--- config.mk ---
export PLATFORM = sky130hd
export DESIGN_NAME = ltc_line_timing
export DESIGN_NICKNAME = d
export VERILOG_FILES = /design/src/inc/ltc_pkg.sv /design/src/design/ltc_line_timing.sv
export VERILOG_INCLUDE_DIRS = /design/src /design/src/inc
export SDC_FILE = /design/constraint.sdc
export NUM_CORES = 1
export LEC_CHECK = 0
export BUFFER_PORTS_ARGS = -buffer_cell sky130_fd_sc_hd__buf_2
export CAP_MARGIN = 20
export CORE_MARGIN = 4
export CORE_UTILIZATION = 40
export DETAILED_ROUTE_END_ITERATION = 16
export SLEW_MARGIN = 20
export SYNTH_ARGS = -nofsm -noshare
export SYNTH_HDL_FRONTEND = slang
export SYNTH_SLANG_ARGS = --single-unit
export TNS_END_PERCENT = 100
--- constraint.sdc ---
create_clock -name mclk -period 4.21 [get_ports mclk]
set_input_delay 0.842 -clock mclk [delete_from_list [all_inputs] [get_ports mclk]]
set_output_delay 0.842 -clock mclk [all_outputs]
set_load 0.05 [all_outputs]
--- src/inc/ltc_regs.svh ---
`ifndef LTC_REGS_SVH
`define LTC_REGS_SVH

// Register byte offsets
`define LTC_CTRL_OFS       12'h000
`define LTC_MASK_OFS       12'h004
`define LTC_VCXO_OFS       12'h008
`define LTC_STAT_OFS       12'h00c
`define LTC_ALARM_EN_OFS   12'h010
`define LTC_ALARM_OFS      12'h014

// Control register fields
`define LTC_CTRL_WAN       0
`define LTC_CTRL_LAN_SREF  1
`define LTC_CTRL_VCO_FRC   5
`define LTC_CTRL_SYSLPBK   6
`define LTC_CTRL_SE_FRC    7
`define LTC_CTRL_SE_VAL    8
`define LTC_CTRL_FORCE_LT  9
`define LTC_CTRL_LOS_OVR   10
`define LTC_CTRL_AUTO_LT   14

// Mask register fields
`define LTC_MASK_AIS       14
`define LTC_MASK_LOF       15

// VCXO register fields
`define LTC_VCXO_SOLE      1
`define LTC_VCXO_LOOP_N    2
`define LTC_VCXO_RATE      3
`define LTC_VCXO_REF_RATE  4

// Status register fields
`define LTC_STAT_LOS_PIN   0
`define LTC_STAT_SYNC_ERR  1
`define LTC_STAT_LTOK      2
`define LTC_STAT_ON_RX     3
`define LTC_STAT_LT_EN     4

// Reset values
`define LTC_CTRL_RST       32'h0000_0001
`define LTC_MASK_RST       32'h0000_0000
`define LTC_VCXO_RST       32'h0000_0004
`define LTC_ALARM_EN_RST   32'h0000_0000

// Sync error detector: deviation limit and measuring window
`define LTC_SYNC_PPM       500
`define LTC_SYNC_WINDOW    8192

`endif

--- src/inc/ltc_pkg.sv ---
package ltc_pkg;

  // Reference switch sequencer, one-hot
  typedef enum logic [1:0] {
    LTC_SW_RUN  = 2'b01,
    LTC_SW_WAIT = 2'b10
  } ltc_sw_state_t;

  // Reference sources of the transmit PLL
  typedef enum logic [1:0] {
    LTC_SRC_SONET = 2'd0,
    LTC_SRC_XAUI  = 2'd1,
    LTC_SRC_VCXO  = 2'd2,
    LTC_SRC_RX    = 2'd3
  } ltc_src_t;

  // Receive-side defect levels from the framer and line interface
  typedef struct packed {
    logic ssm_change;
    logic line_alarm;
    logic frame_loss;
    logic los;
  } ltc_defects_t;

  // Alarm conditions in enable and latch order
  typedef struct packed {
    logic ssm_change;
    logic line_alarm;
    logic frame_loss;
    logic sync_error;
    logic los;
  } ltc_alarms_t;

endpackage

--- src/design/ltc_line_timing.sv ---
// Functional notes
// - Mode decoded from force bit 9 and automatic bit 14 of control.
// - Both bits clear: WAN uses sonet or VCXO; LAN uses xaui or sonet.
// - Automatic, WAN only: recovered clock while valid, else local reference; VCXO while its loop is closed.
// - Force bit set: recovered clock, WAN and LAN; VCXO while the VCXO loop is closed.
// - After reset line timing is disabled; local reference only.
// - Recovered clock valid only when all qualifying conditions hold.
// - Condition: receive VCO not forced.
// - Condition: system loopback not selected.
// - Condition: loss of signal inactive or overridden; pin level readable.
// - Condition: sync error clear, or override force 0 with value 1.
// - Condition: frame loss clear or masked; latched copy readable.
// - Condition: line alarm clear or masked; latched copy readable.
// - Every defect mask resets off and is set independently.
// - Valid output high only when conditions valid and line timing enabled.
// - With the VCXO loop closed, valid low forces phase detector output to zero volts.
// - Five separate alarm enables, all clear after reset.
// - VCXO loop enable low makes VCXO the transmit PLL reference.
// - Phase detector compares VCXO with sonet or recovered; three-state.
// - Divide-by-3 on each detector input, enabled while its rate select is clear.
// - VCXO PLL path works in WAN mode only.
// - Sync error when recovered clock is off by over 500 ppm.
//
// The APB register port and the placing of the registers were decided locally.
`timescale 1ns/100ps
`include "ltc_regs.svh"

module ltc_line_timing
  import ltc_pkg::*;
#(
  parameter int SYNC_WINDOW = `LTC_SYNC_WINDOW,
  parameter int SYNC_PPM    = `LTC_SYNC_PPM
) (
  input  wire logic         mclk,
  input  wire logic         reset,
  input  wire logic         psel,
  input  wire logic         penable,
  input  wire logic         pwrite,
  input  wire logic [11:0]  paddr,
  input  wire logic [31:0]  pwdata,
  output logic [31:0]       prdata,
  output logic              pready,
  output logic              pslverr,
  input  wire logic         sonet_ref_clock_in,
  input  wire logic         xaui_ref_clock_in,
  input  wire logic         vcxo_clock_in,
  input  wire logic         rx_recovered_clock,
  input  wire ltc_defects_t rx_defects,
  output logic              tx_pll_ref,
  output logic              line_timing_valid_out,
  output logic              rx_sync_error_flag,
  output logic              alarm_status_interrupt,
  output logic              pd_up,
  output logic              pd_down,
  output logic              pd_oe_n
);

  localparam int CW = $clog2(SYNC_WINDOW + 1) + 1;
  // Allowed edge-count deviation over one window, rounded down
  localparam int SYNC_LIMIT = (SYNC_WINDOW * SYNC_PPM) / 1000000;

  if (SYNC_WINDOW < 16 || SYNC_PPM < 1 || SYNC_LIMIT < 1) begin : g_bad_cfg
    $error("ltc_line_timing: window too short for the ppm limit");
  end

  function automatic logic rise(input logic prev, input logic cur);
    return cur & ~prev;
  endfunction

  function automatic logic [CW-1:0] absdiff(input logic [CW-1:0] a,
                                            input logic [CW-1:0] b);
    return (a > b) ? a - b : b - a;
  endfunction

  // Register file
  logic [31:0] ctrl_reg;
  logic [31:0] mask_reg;
  logic [31:0] vcxo_reg;
  logic [31:0] alarm_en_reg;
  ltc_alarms_t alarm_reg;
  ltc_alarms_t alarm_next;
  logic        frame_loss_latched;
  logic        line_alarm_latched;

  logic wr_acc, rd_acc, setup;
  assign setup  = psel & ~penable;
  assign pready = psel & penable;
  assign wr_acc = pready & pwrite;
  // Clear on the edge that takes prdata, so no event slips between
  assign rd_acc = setup & ~pwrite;

  logic [31:0] status_word;
  logic        addr_ok;
  logic [31:0] rd_mux;

  always_comb begin
    addr_ok = 1'b1;
    if (paddr == `LTC_CTRL_OFS) begin
      rd_mux = ctrl_reg;
    end else if (paddr == `LTC_MASK_OFS) begin
      rd_mux = mask_reg;
    end else if (paddr == `LTC_VCXO_OFS) begin
      rd_mux = vcxo_reg;
    end else if (paddr == `LTC_STAT_OFS) begin
      rd_mux = status_word;
    end else if (paddr == `LTC_ALARM_EN_OFS) begin
      rd_mux = alarm_en_reg;
    end else if (paddr == `LTC_ALARM_OFS) begin
      rd_mux = {27'h0, alarm_reg};
    end else begin
      rd_mux  = 32'h0;
      addr_ok = 1'b0;
    end
  end

  // Read data and error captured in the setup cycle, zero wait states
  always_ff @(posedge mclk) begin
    if (reset) begin
      prdata  <= 32'h0;
      pslverr <= 1'b0;
    end else if (setup) begin
      prdata  <= pwrite ? 32'h0 : rd_mux;
      pslverr <= ~addr_ok;
    end
  end

  always_ff @(posedge mclk) begin
    if (reset) begin
      ctrl_reg     <= `LTC_CTRL_RST;
      mask_reg     <= `LTC_MASK_RST;
      vcxo_reg     <= `LTC_VCXO_RST;
      alarm_en_reg <= `LTC_ALARM_EN_RST;
    end else if (wr_acc) begin
      if (paddr == `LTC_CTRL_OFS) begin
        ctrl_reg <= pwdata & 32'h0000_47e3;
      end else if (paddr == `LTC_MASK_OFS) begin
        mask_reg <= pwdata & 32'h0000_c000;
      end else if (paddr == `LTC_VCXO_OFS) begin
        vcxo_reg <= pwdata & 32'h0000_001e;
      end else if (paddr == `LTC_ALARM_EN_OFS) begin
        alarm_en_reg <= pwdata & 32'h0000_001f;
      end
    end
  end

  // Decoded controls
  logic wan, force_lt, auto_lt, vcxo_sole, vcxo_loop;
  assign wan       = ctrl_reg[`LTC_CTRL_WAN];
  assign force_lt  = ctrl_reg[`LTC_CTRL_FORCE_LT];
  assign auto_lt   = ctrl_reg[`LTC_CTRL_AUTO_LT];
  assign vcxo_sole = vcxo_reg[`LTC_VCXO_SOLE];
  assign vcxo_loop = ~vcxo_reg[`LTC_VCXO_LOOP_N] & wan;

  // Sampled clocks and their previous levels
  logic sref_q, rx_q, vcxo_q;
  always_ff @(posedge mclk) begin
    if (reset) begin
      sref_q <= 1'b0;
      rx_q   <= 1'b0;
      vcxo_q <= 1'b0;
    end else begin
      sref_q <= sonet_ref_clock_in;
      rx_q   <= rx_recovered_clock;
      vcxo_q <= vcxo_clock_in;
    end
  end

  // Frequency check of recovered against local reference
  logic          local_edge;
  logic          rx_edge;
  logic [CW-1:0] win_cnt;
  logic [CW-1:0] rx_cnt;
  logic          local_lvl;
  logic          local_q;
  assign local_lvl  = (wan & vcxo_sole) ? vcxo_clock_in : sonet_ref_clock_in;
  assign local_q    = (wan & vcxo_sole) ? vcxo_q : sref_q;
  assign local_edge = rise(local_q, local_lvl);
  assign rx_edge    = rise(rx_q, rx_recovered_clock);

  always_ff @(posedge mclk) begin
    if (reset) begin
      win_cnt            <= '0;
      rx_cnt             <= '0;
      rx_sync_error_flag <= 1'b0;
    end else if (local_edge &&
                 win_cnt == CW'(SYNC_WINDOW - 1)) begin
      // Window closed: flag above the limit, relock within it
      rx_sync_error_flag <= absdiff(rx_cnt + CW'(rx_edge),
                                    CW'(SYNC_WINDOW)) >
                            CW'(SYNC_LIMIT);
      win_cnt <= '0;
      rx_cnt  <= '0;
    end else begin
      win_cnt <= win_cnt + CW'(local_edge);
      rx_cnt  <= rx_cnt + CW'(rx_edge);
    end
  end

  // Qualification of the recovered clock
  logic los_ok, se_ok, lof_ok, ais_ok, rx_valid, lt_enabled;
  assign los_ok = ~rx_defects.los |
                  ctrl_reg[`LTC_CTRL_LOS_OVR];
  assign se_ok  = ~rx_sync_error_flag |
                  (~ctrl_reg[`LTC_CTRL_SE_FRC] &
                   ctrl_reg[`LTC_CTRL_SE_VAL]);
  assign lof_ok = ~rx_defects.frame_loss | mask_reg[`LTC_MASK_LOF];
  assign ais_ok = ~rx_defects.line_alarm | mask_reg[`LTC_MASK_AIS];
  assign rx_valid = ~ctrl_reg[`LTC_CTRL_VCO_FRC] &
                    ~ctrl_reg[`LTC_CTRL_SYSLPBK] &
                    los_ok & se_ok & lof_ok & ais_ok;
  assign lt_enabled = force_lt | (auto_lt & wan);

  always_ff @(posedge mclk) begin
    if (reset) begin
      line_timing_valid_out <= 1'b0;
    end else begin
      line_timing_valid_out <= rx_valid & lt_enabled;
    end
  end

  // Source choice
  ltc_src_t want_src;
  ltc_src_t local_src;
  always_comb begin
    if (wan) begin
      local_src = (vcxo_sole | vcxo_loop) ? LTC_SRC_VCXO
                                          : LTC_SRC_SONET;
    end else begin
      local_src = ctrl_reg[`LTC_CTRL_LAN_SREF] ? LTC_SRC_SONET
                                               : LTC_SRC_XAUI;
    end
    if (force_lt) begin
      want_src = LTC_SRC_RX;
    end else if (auto_lt && wan && rx_valid) begin
      want_src = LTC_SRC_RX;
    end else begin
      want_src = local_src;
    end
    // With the VCXO loop closed the VCXO stays the PLL reference
    if (vcxo_loop && want_src == LTC_SRC_RX) begin
      want_src = LTC_SRC_VCXO;
    end
  end

  function automatic logic src_level(input ltc_src_t s,
                                     input logic [3:0] lv);
    return lv[s];
  endfunction

  logic [3:0] levels;
  assign levels = {rx_recovered_clock, vcxo_clock_in,
                   xaui_ref_clock_in, sonet_ref_clock_in};

  // Leave the old source while it is low, then take the new one while it is low, so no
  // shortened high pulse reaches the PLL
  ltc_sw_state_t sw_state;
  ltc_src_t      cur_src;
  always_ff @(posedge mclk) begin
    if (reset) begin
      sw_state <= LTC_SW_RUN;
      cur_src  <= LTC_SRC_SONET;
    end else begin
      case (sw_state)
        LTC_SW_RUN: begin
          if (want_src != cur_src && !src_level(cur_src, levels)) begin
            sw_state <= LTC_SW_WAIT;
          end
        end
        LTC_SW_WAIT: begin
          if (!src_level(want_src, levels)) begin
            cur_src  <= want_src;
            sw_state <= LTC_SW_RUN;
          end
        end
        default: sw_state <= LTC_SW_RUN;
      endcase
    end
  end

  always_ff @(posedge mclk) begin
    if (reset) begin
      tx_pll_ref <= 1'b0;
    end else begin
      tx_pll_ref <= (sw_state == LTC_SW_RUN) &
                    src_level(cur_src, levels);
    end
  end

  // Phase detector with selectable divide-by-3 inputs
  logic [1:0] ref_div, vco_div;
  logic       pd_ref_lvl, pd_ref_q, pd_ref_edge, pd_vco_edge;
  logic       ref_tick, vco_tick;
  logic       pd_use_rx;
  assign pd_use_rx   = lt_enabled & rx_valid;
  assign pd_ref_lvl  = pd_use_rx ? rx_recovered_clock : sonet_ref_clock_in;
  assign pd_ref_q    = pd_use_rx ? rx_q : sref_q;
  assign pd_ref_edge = rise(pd_ref_q, pd_ref_lvl);
  assign pd_vco_edge = rise(vcxo_q, vcxo_clock_in);
  // Rate select clear means a fast input that needs dividing
  assign ref_tick = pd_ref_edge &
                    (vcxo_reg[`LTC_VCXO_REF_RATE] | ref_div == 2'd2);
  assign vco_tick = pd_vco_edge &
                    (vcxo_reg[`LTC_VCXO_RATE] | vco_div == 2'd2);

  always_ff @(posedge mclk) begin
    if (reset) begin
      ref_div <= 2'd0;
      vco_div <= 2'd0;
    end else begin
      if (pd_ref_edge) begin
        ref_div <= (ref_div == 2'd2) ? 2'd0 : ref_div + 2'd1;
      end
      if (pd_vco_edge) begin
        vco_div <= (vco_div == 2'd2) ? 2'd0 : vco_div + 2'd1;
      end
    end
  end

  logic up_reg, dn_reg;
  always_ff @(posedge mclk) begin
    if (reset || !vcxo_loop) begin
      up_reg <= 1'b0;
      dn_reg <= 1'b0;
    end else begin
      // Both pending cancel, as in a classic reset-on-both detector
      up_reg <= (up_reg | ref_tick) & ~(dn_reg | vco_tick);
      dn_reg <= (dn_reg | vco_tick) & ~(up_reg | ref_tick);
    end
  end

  // Pump up drives high, down drives low, idle floats; loop off floats
  always_ff @(posedge mclk) begin
    if (reset || !vcxo_loop) begin
      pd_up   <= 1'b0;
      pd_down <= 1'b0;
      pd_oe_n <= 1'b1;
    end else if (!(rx_valid & lt_enabled)) begin
      pd_up   <= 1'b0;
      pd_down <= 1'b0;
      pd_oe_n <= 1'b0;
    end else begin
      pd_up   <= up_reg;
      pd_down <= dn_reg;
      pd_oe_n <= ~(up_reg | dn_reg);
    end
  end

  // Latched defects and alarms, cleared on read; a new event wins
  logic se_q;
  logic stat_rd, alarm_rd;
  assign stat_rd  = rd_acc & (paddr == `LTC_STAT_OFS);
  assign alarm_rd = rd_acc & (paddr == `LTC_ALARM_OFS);

  always_ff @(posedge mclk) begin
    if (reset) begin
      frame_loss_latched <= 1'b0;
      line_alarm_latched <= 1'b0;
    end else begin
      frame_loss_latched <= rx_defects.frame_loss |
                            (frame_loss_latched & ~stat_rd);
      line_alarm_latched <= rx_defects.line_alarm |
                            (line_alarm_latched & ~stat_rd);
    end
  end

  // Sync error alarm on the rising edge of the flag, others on level
  assign alarm_next = {rx_defects.ssm_change, rx_defects.line_alarm,
                       rx_defects.frame_loss,
                       rx_sync_error_flag & ~se_q, rx_defects.los};

  always_ff @(posedge mclk) begin
    if (reset) begin
      se_q                   <= 1'b0;
      alarm_reg              <= '0;
      alarm_status_interrupt <= 1'b0;
    end else begin
      se_q                   <= rx_sync_error_flag;
      alarm_reg              <= alarm_next | (alarm_reg & {5{~alarm_rd}});
      alarm_status_interrupt <= |(alarm_reg & alarm_en_reg[4:0]);
    end
  end

  always_comb begin
    status_word                    = 32'h0;
    status_word[`LTC_STAT_LOS_PIN] = rx_defects.los;
    status_word[`LTC_STAT_SYNC_ERR] = rx_sync_error_flag;
    status_word[`LTC_STAT_LTOK]    = line_timing_valid_out;
    status_word[`LTC_STAT_ON_RX]   = (cur_src == LTC_SRC_RX);
    status_word[`LTC_STAT_LT_EN]   = lt_enabled;
    status_word[7]                 = frame_loss_latched;
    status_word[8]                 = line_alarm_latched;
  end

endmodule

==> out/results.ini <==
[worst_setup_path]
critical_path_arrival_ns = 3.73
required_ns = 4.42
worstSetupPathType = primary input to register
critPathLaunchType = primary input
crit_fanout = 9
cp-end-kind = register

[pwr]
swShare_pct = 23.7
p_clk_share_pct = 47.2
seq_power_share_pct = 44.2
power-per-cell-area_nw_per_um2 = 386
peakVddDrop_v = 0.000250
static-leakage-power_nw = 2.08
p_int_w = 0.00154
p_sw_w = 0.000478
p_comb_share_pct = 8.6

[synthesis]
synth_compound_area_share_pct = 13.5
muxShareOfSynthArea_pct = 8.14
syn_area_per_cell_um2 = 8.79
synthXorXnorAreaFrac_pct = 6.32
postSynthCellCount = 516
synth_seq_cells = 92
synthArstFlopShare_pct = 0
synth_adder_area_share_pct = 1.38
yosysUniqueCellTypes = 68
synth_edf_count = 0
ys.flop_type = dfxtp_1
netlist_area_um2 = 4530
synth_top_family_by_area = simple AND/OR/NAND/NOR gates
yosys_warnings = 0
synth_seq_area_share_pct = 40.6
synthSimpleGateAreaFrac_pct = 23.4

[global_routing]
gr-total-overflow = 0
track_usage_pct = 15.7
grt_pass1_wl_um = 16600
grt_antenna_before_repair = 0
grt_max_degree = 56
grt_pass1_vias = 3499

[clock_tree]
clockBufferDepth = 2
ctsRootBufferMaster = clkbuf_16
post_cts_buffers = 0
clk_pin_slew_ns = 0.07
clk_latency_ns = 0.34
cts-htree-levels = 3
numCtsBuffers = 9
ctsResizeCount = 0
cts.sinks = 92
cts_tree = yes
hold_buffers = 0

[drt]
wirelength_um = 10200
routedWlPerCell_um = 14.3
route.detailed.drc = 0
ant_nets = 0
drt_iter0_drc = 249
vias = 3713
vias_per_cell = 5.20
first_pass_iters = 4

[die]
num_rows = 38
ios = 98
die_width_um = 114
start_util_pct = 41.3
die_h_um = 114
fp.dieArea_um2 = 13100
core_area_um2 = 11000

[cells_and_area]
final_util_pct = 47.6
fill_cells = 1068
final_cell_mix = 92 x dfxtp_1, 88 x nor2_1, 59 x buf_2
antennaDiodeCount = 0
reg_top3 = rx_cnt x15, win_cnt x15, prdata x13
drive_gt1_share_pct = 17.2
final_common_cell = dfxtp_1
final_cells = 714
area_growth_pct = 15.3
nNetsFinal = 631

[timing]
rsz0062_at_grt = false
fin_crit_sh_pct = 83.6
slew_headroom_pct = 46.2
setup_tns_ns = 0
setup_viol = 0
worst_pin_slew_ns = 0.800
finalHoldViolCount = 0
finalMaxSlewViolations = 0
skew_ns = 0.0113
fin_crit_ns = 3.52
fmax_ghz = 0.284

[run_status]
outcome = completed

[placement]
dp_cells = 698
place_hpwl_um = 7470
place.port_buffers = 59
gp_congestion = 0.851

[hold_path]
worstHoldPathType = register to register

[job]
maxCapViolCount = 0

## area by class of cell
type | count | area [µm²] | share of cell area (%)
sequential | 92 | 1840 | 35.2
multi-input combinational | 384 | 2460 | 47.1
clock buffer | 10 | 239 | 4.57
clock inverter | 6 | 118 | 2.25
tap | 140 | 175 | 3.35
timing repair buffer | 62 | 318 | 6.08
inverter | 20 | 75.1 | 1.44
## metal layers
layer / up-vias / share of wire, % / wire [µm] / GRT usage, %
li1: 1881 / - / - / -
met1: 1726 / 47 / 4770 / 20.0
met2: 97 / 47 / 4780 / 25.9
met3: 9 / 5.8 / 597 / 4.55
met4: 0 / 0.85 / 87 / 4.43
met5: - / 0 / 0 / 0
## synth_stat cells, drive strengths merged, types with 2 or more instances
library cell  instances  area (µm²)
xor2                 13         129
nor4b                 3        41.3
o31a                  2        17.5
a32oi                 2        17.5
nand3                18        95.1
a211oi                3        32.5
nor2                 90         343
o22ai                 5        31.3
mux2i                32         320
nor2b                10        62.6
nand2                19        71.3
dfxtp                92        1840
nand3b                4        30.0
a31oi                 5        37.5
nor3                 13        70.1
nor3b                 4        30.0
or3                   5        31.3
a21boi                2        18.8
and3                 11        70.1
mux2                  2        26.3
ha                    5        62.6
nand2b                7        43.8
o211ai                3        22.5
clkbuf               15        56.3
o21ai                11        55.1
inv                  20        75.1
buf                  23         169
nand4                 9        71.3
a21o                  4        30.0
a21oi                28         140
nor4                  4        37.5
and4                  3        27.5
xnor2                18         158
a22oi                13        97.6
## critical path, cell delays in order
cell and delay [ns]:
buf_2 0.12, nand2b_1 0.10, inv_1 0.07, ha_1 0.30, ha_1 0.35, nand4_1 0.17
nor4_1 0.32, xnor2_1 0.24, ha_1 0.38, a21boi_2 0.23, mux2_4 0.31, a211oi_2 0.19
a31oi_1 0.10
## kinds of logic (layout without fill, tap and decap cells)
logic type                 after synthesis  count (layout)
other                                    1              19
buffers and inverters                   58              98
AOI/OAI and AO/OA                       90              90
adders and majority gates                5               5
and+or+nand+nor                        204             204
xor gates and xnor gates                31              31
DFF                                     92              92
muxes                                   35              35
## path summary, 6_finish.rpt
| kind | slack, ns | endpoint | depth (start not counted) | startpoint |
|---|---|---|---|---|
| worst max-delay path | 0.69 | rx_sync_error_flag | 13 | rx_recovered_clock |
| worst min register to register | 0.48 | prdata[7] | 2 | ctrl_reg[7] |
| worst min-delay path | 0.48 | prdata[7] | 2 | ctrl_reg[7] |
| worst max register to register | 0.96 | rx_sync_error_flag | 12 | rx_q |
## power groups by stage
| stage | registers (W) | logic [W] | clock network [W] |
|---|---|---|---|
| floorplan | 0.000913 | 0.000139 | 0 |
| CTS | 0.000891 | 0.000173 | 0.000982 |
| finish | 0.000891 | 0.000174 | 0.000953 |
| global placement | 0.000910 | 0.000168 | 0 |
| detailed placement | 0.000911 | 0.000171 | 0 |
| global route | 0.000892 | 0.000189 | 0.00102 |
## per-stage QoR
stage / cell area [µm²] / total power [W] / hold WS [ns] / worst slack [ns]
after global placement: 4870 / 0.00108 / 0.459 / 0.408
after global routing: 5230 / 0.00210 / 0.512 / 0.451
after CTS: 5230 / 0.00205 / 0.476 / 0.687
after floorplan: 4600 / 0.00105 / 0.429 / 0.790
final: 5230 / 0.00202 / 0.478 / 0.690
after detailed placement: 4870 / 0.00108 / 0.458 / 0.330
Power figures use the tool's default switching activity.
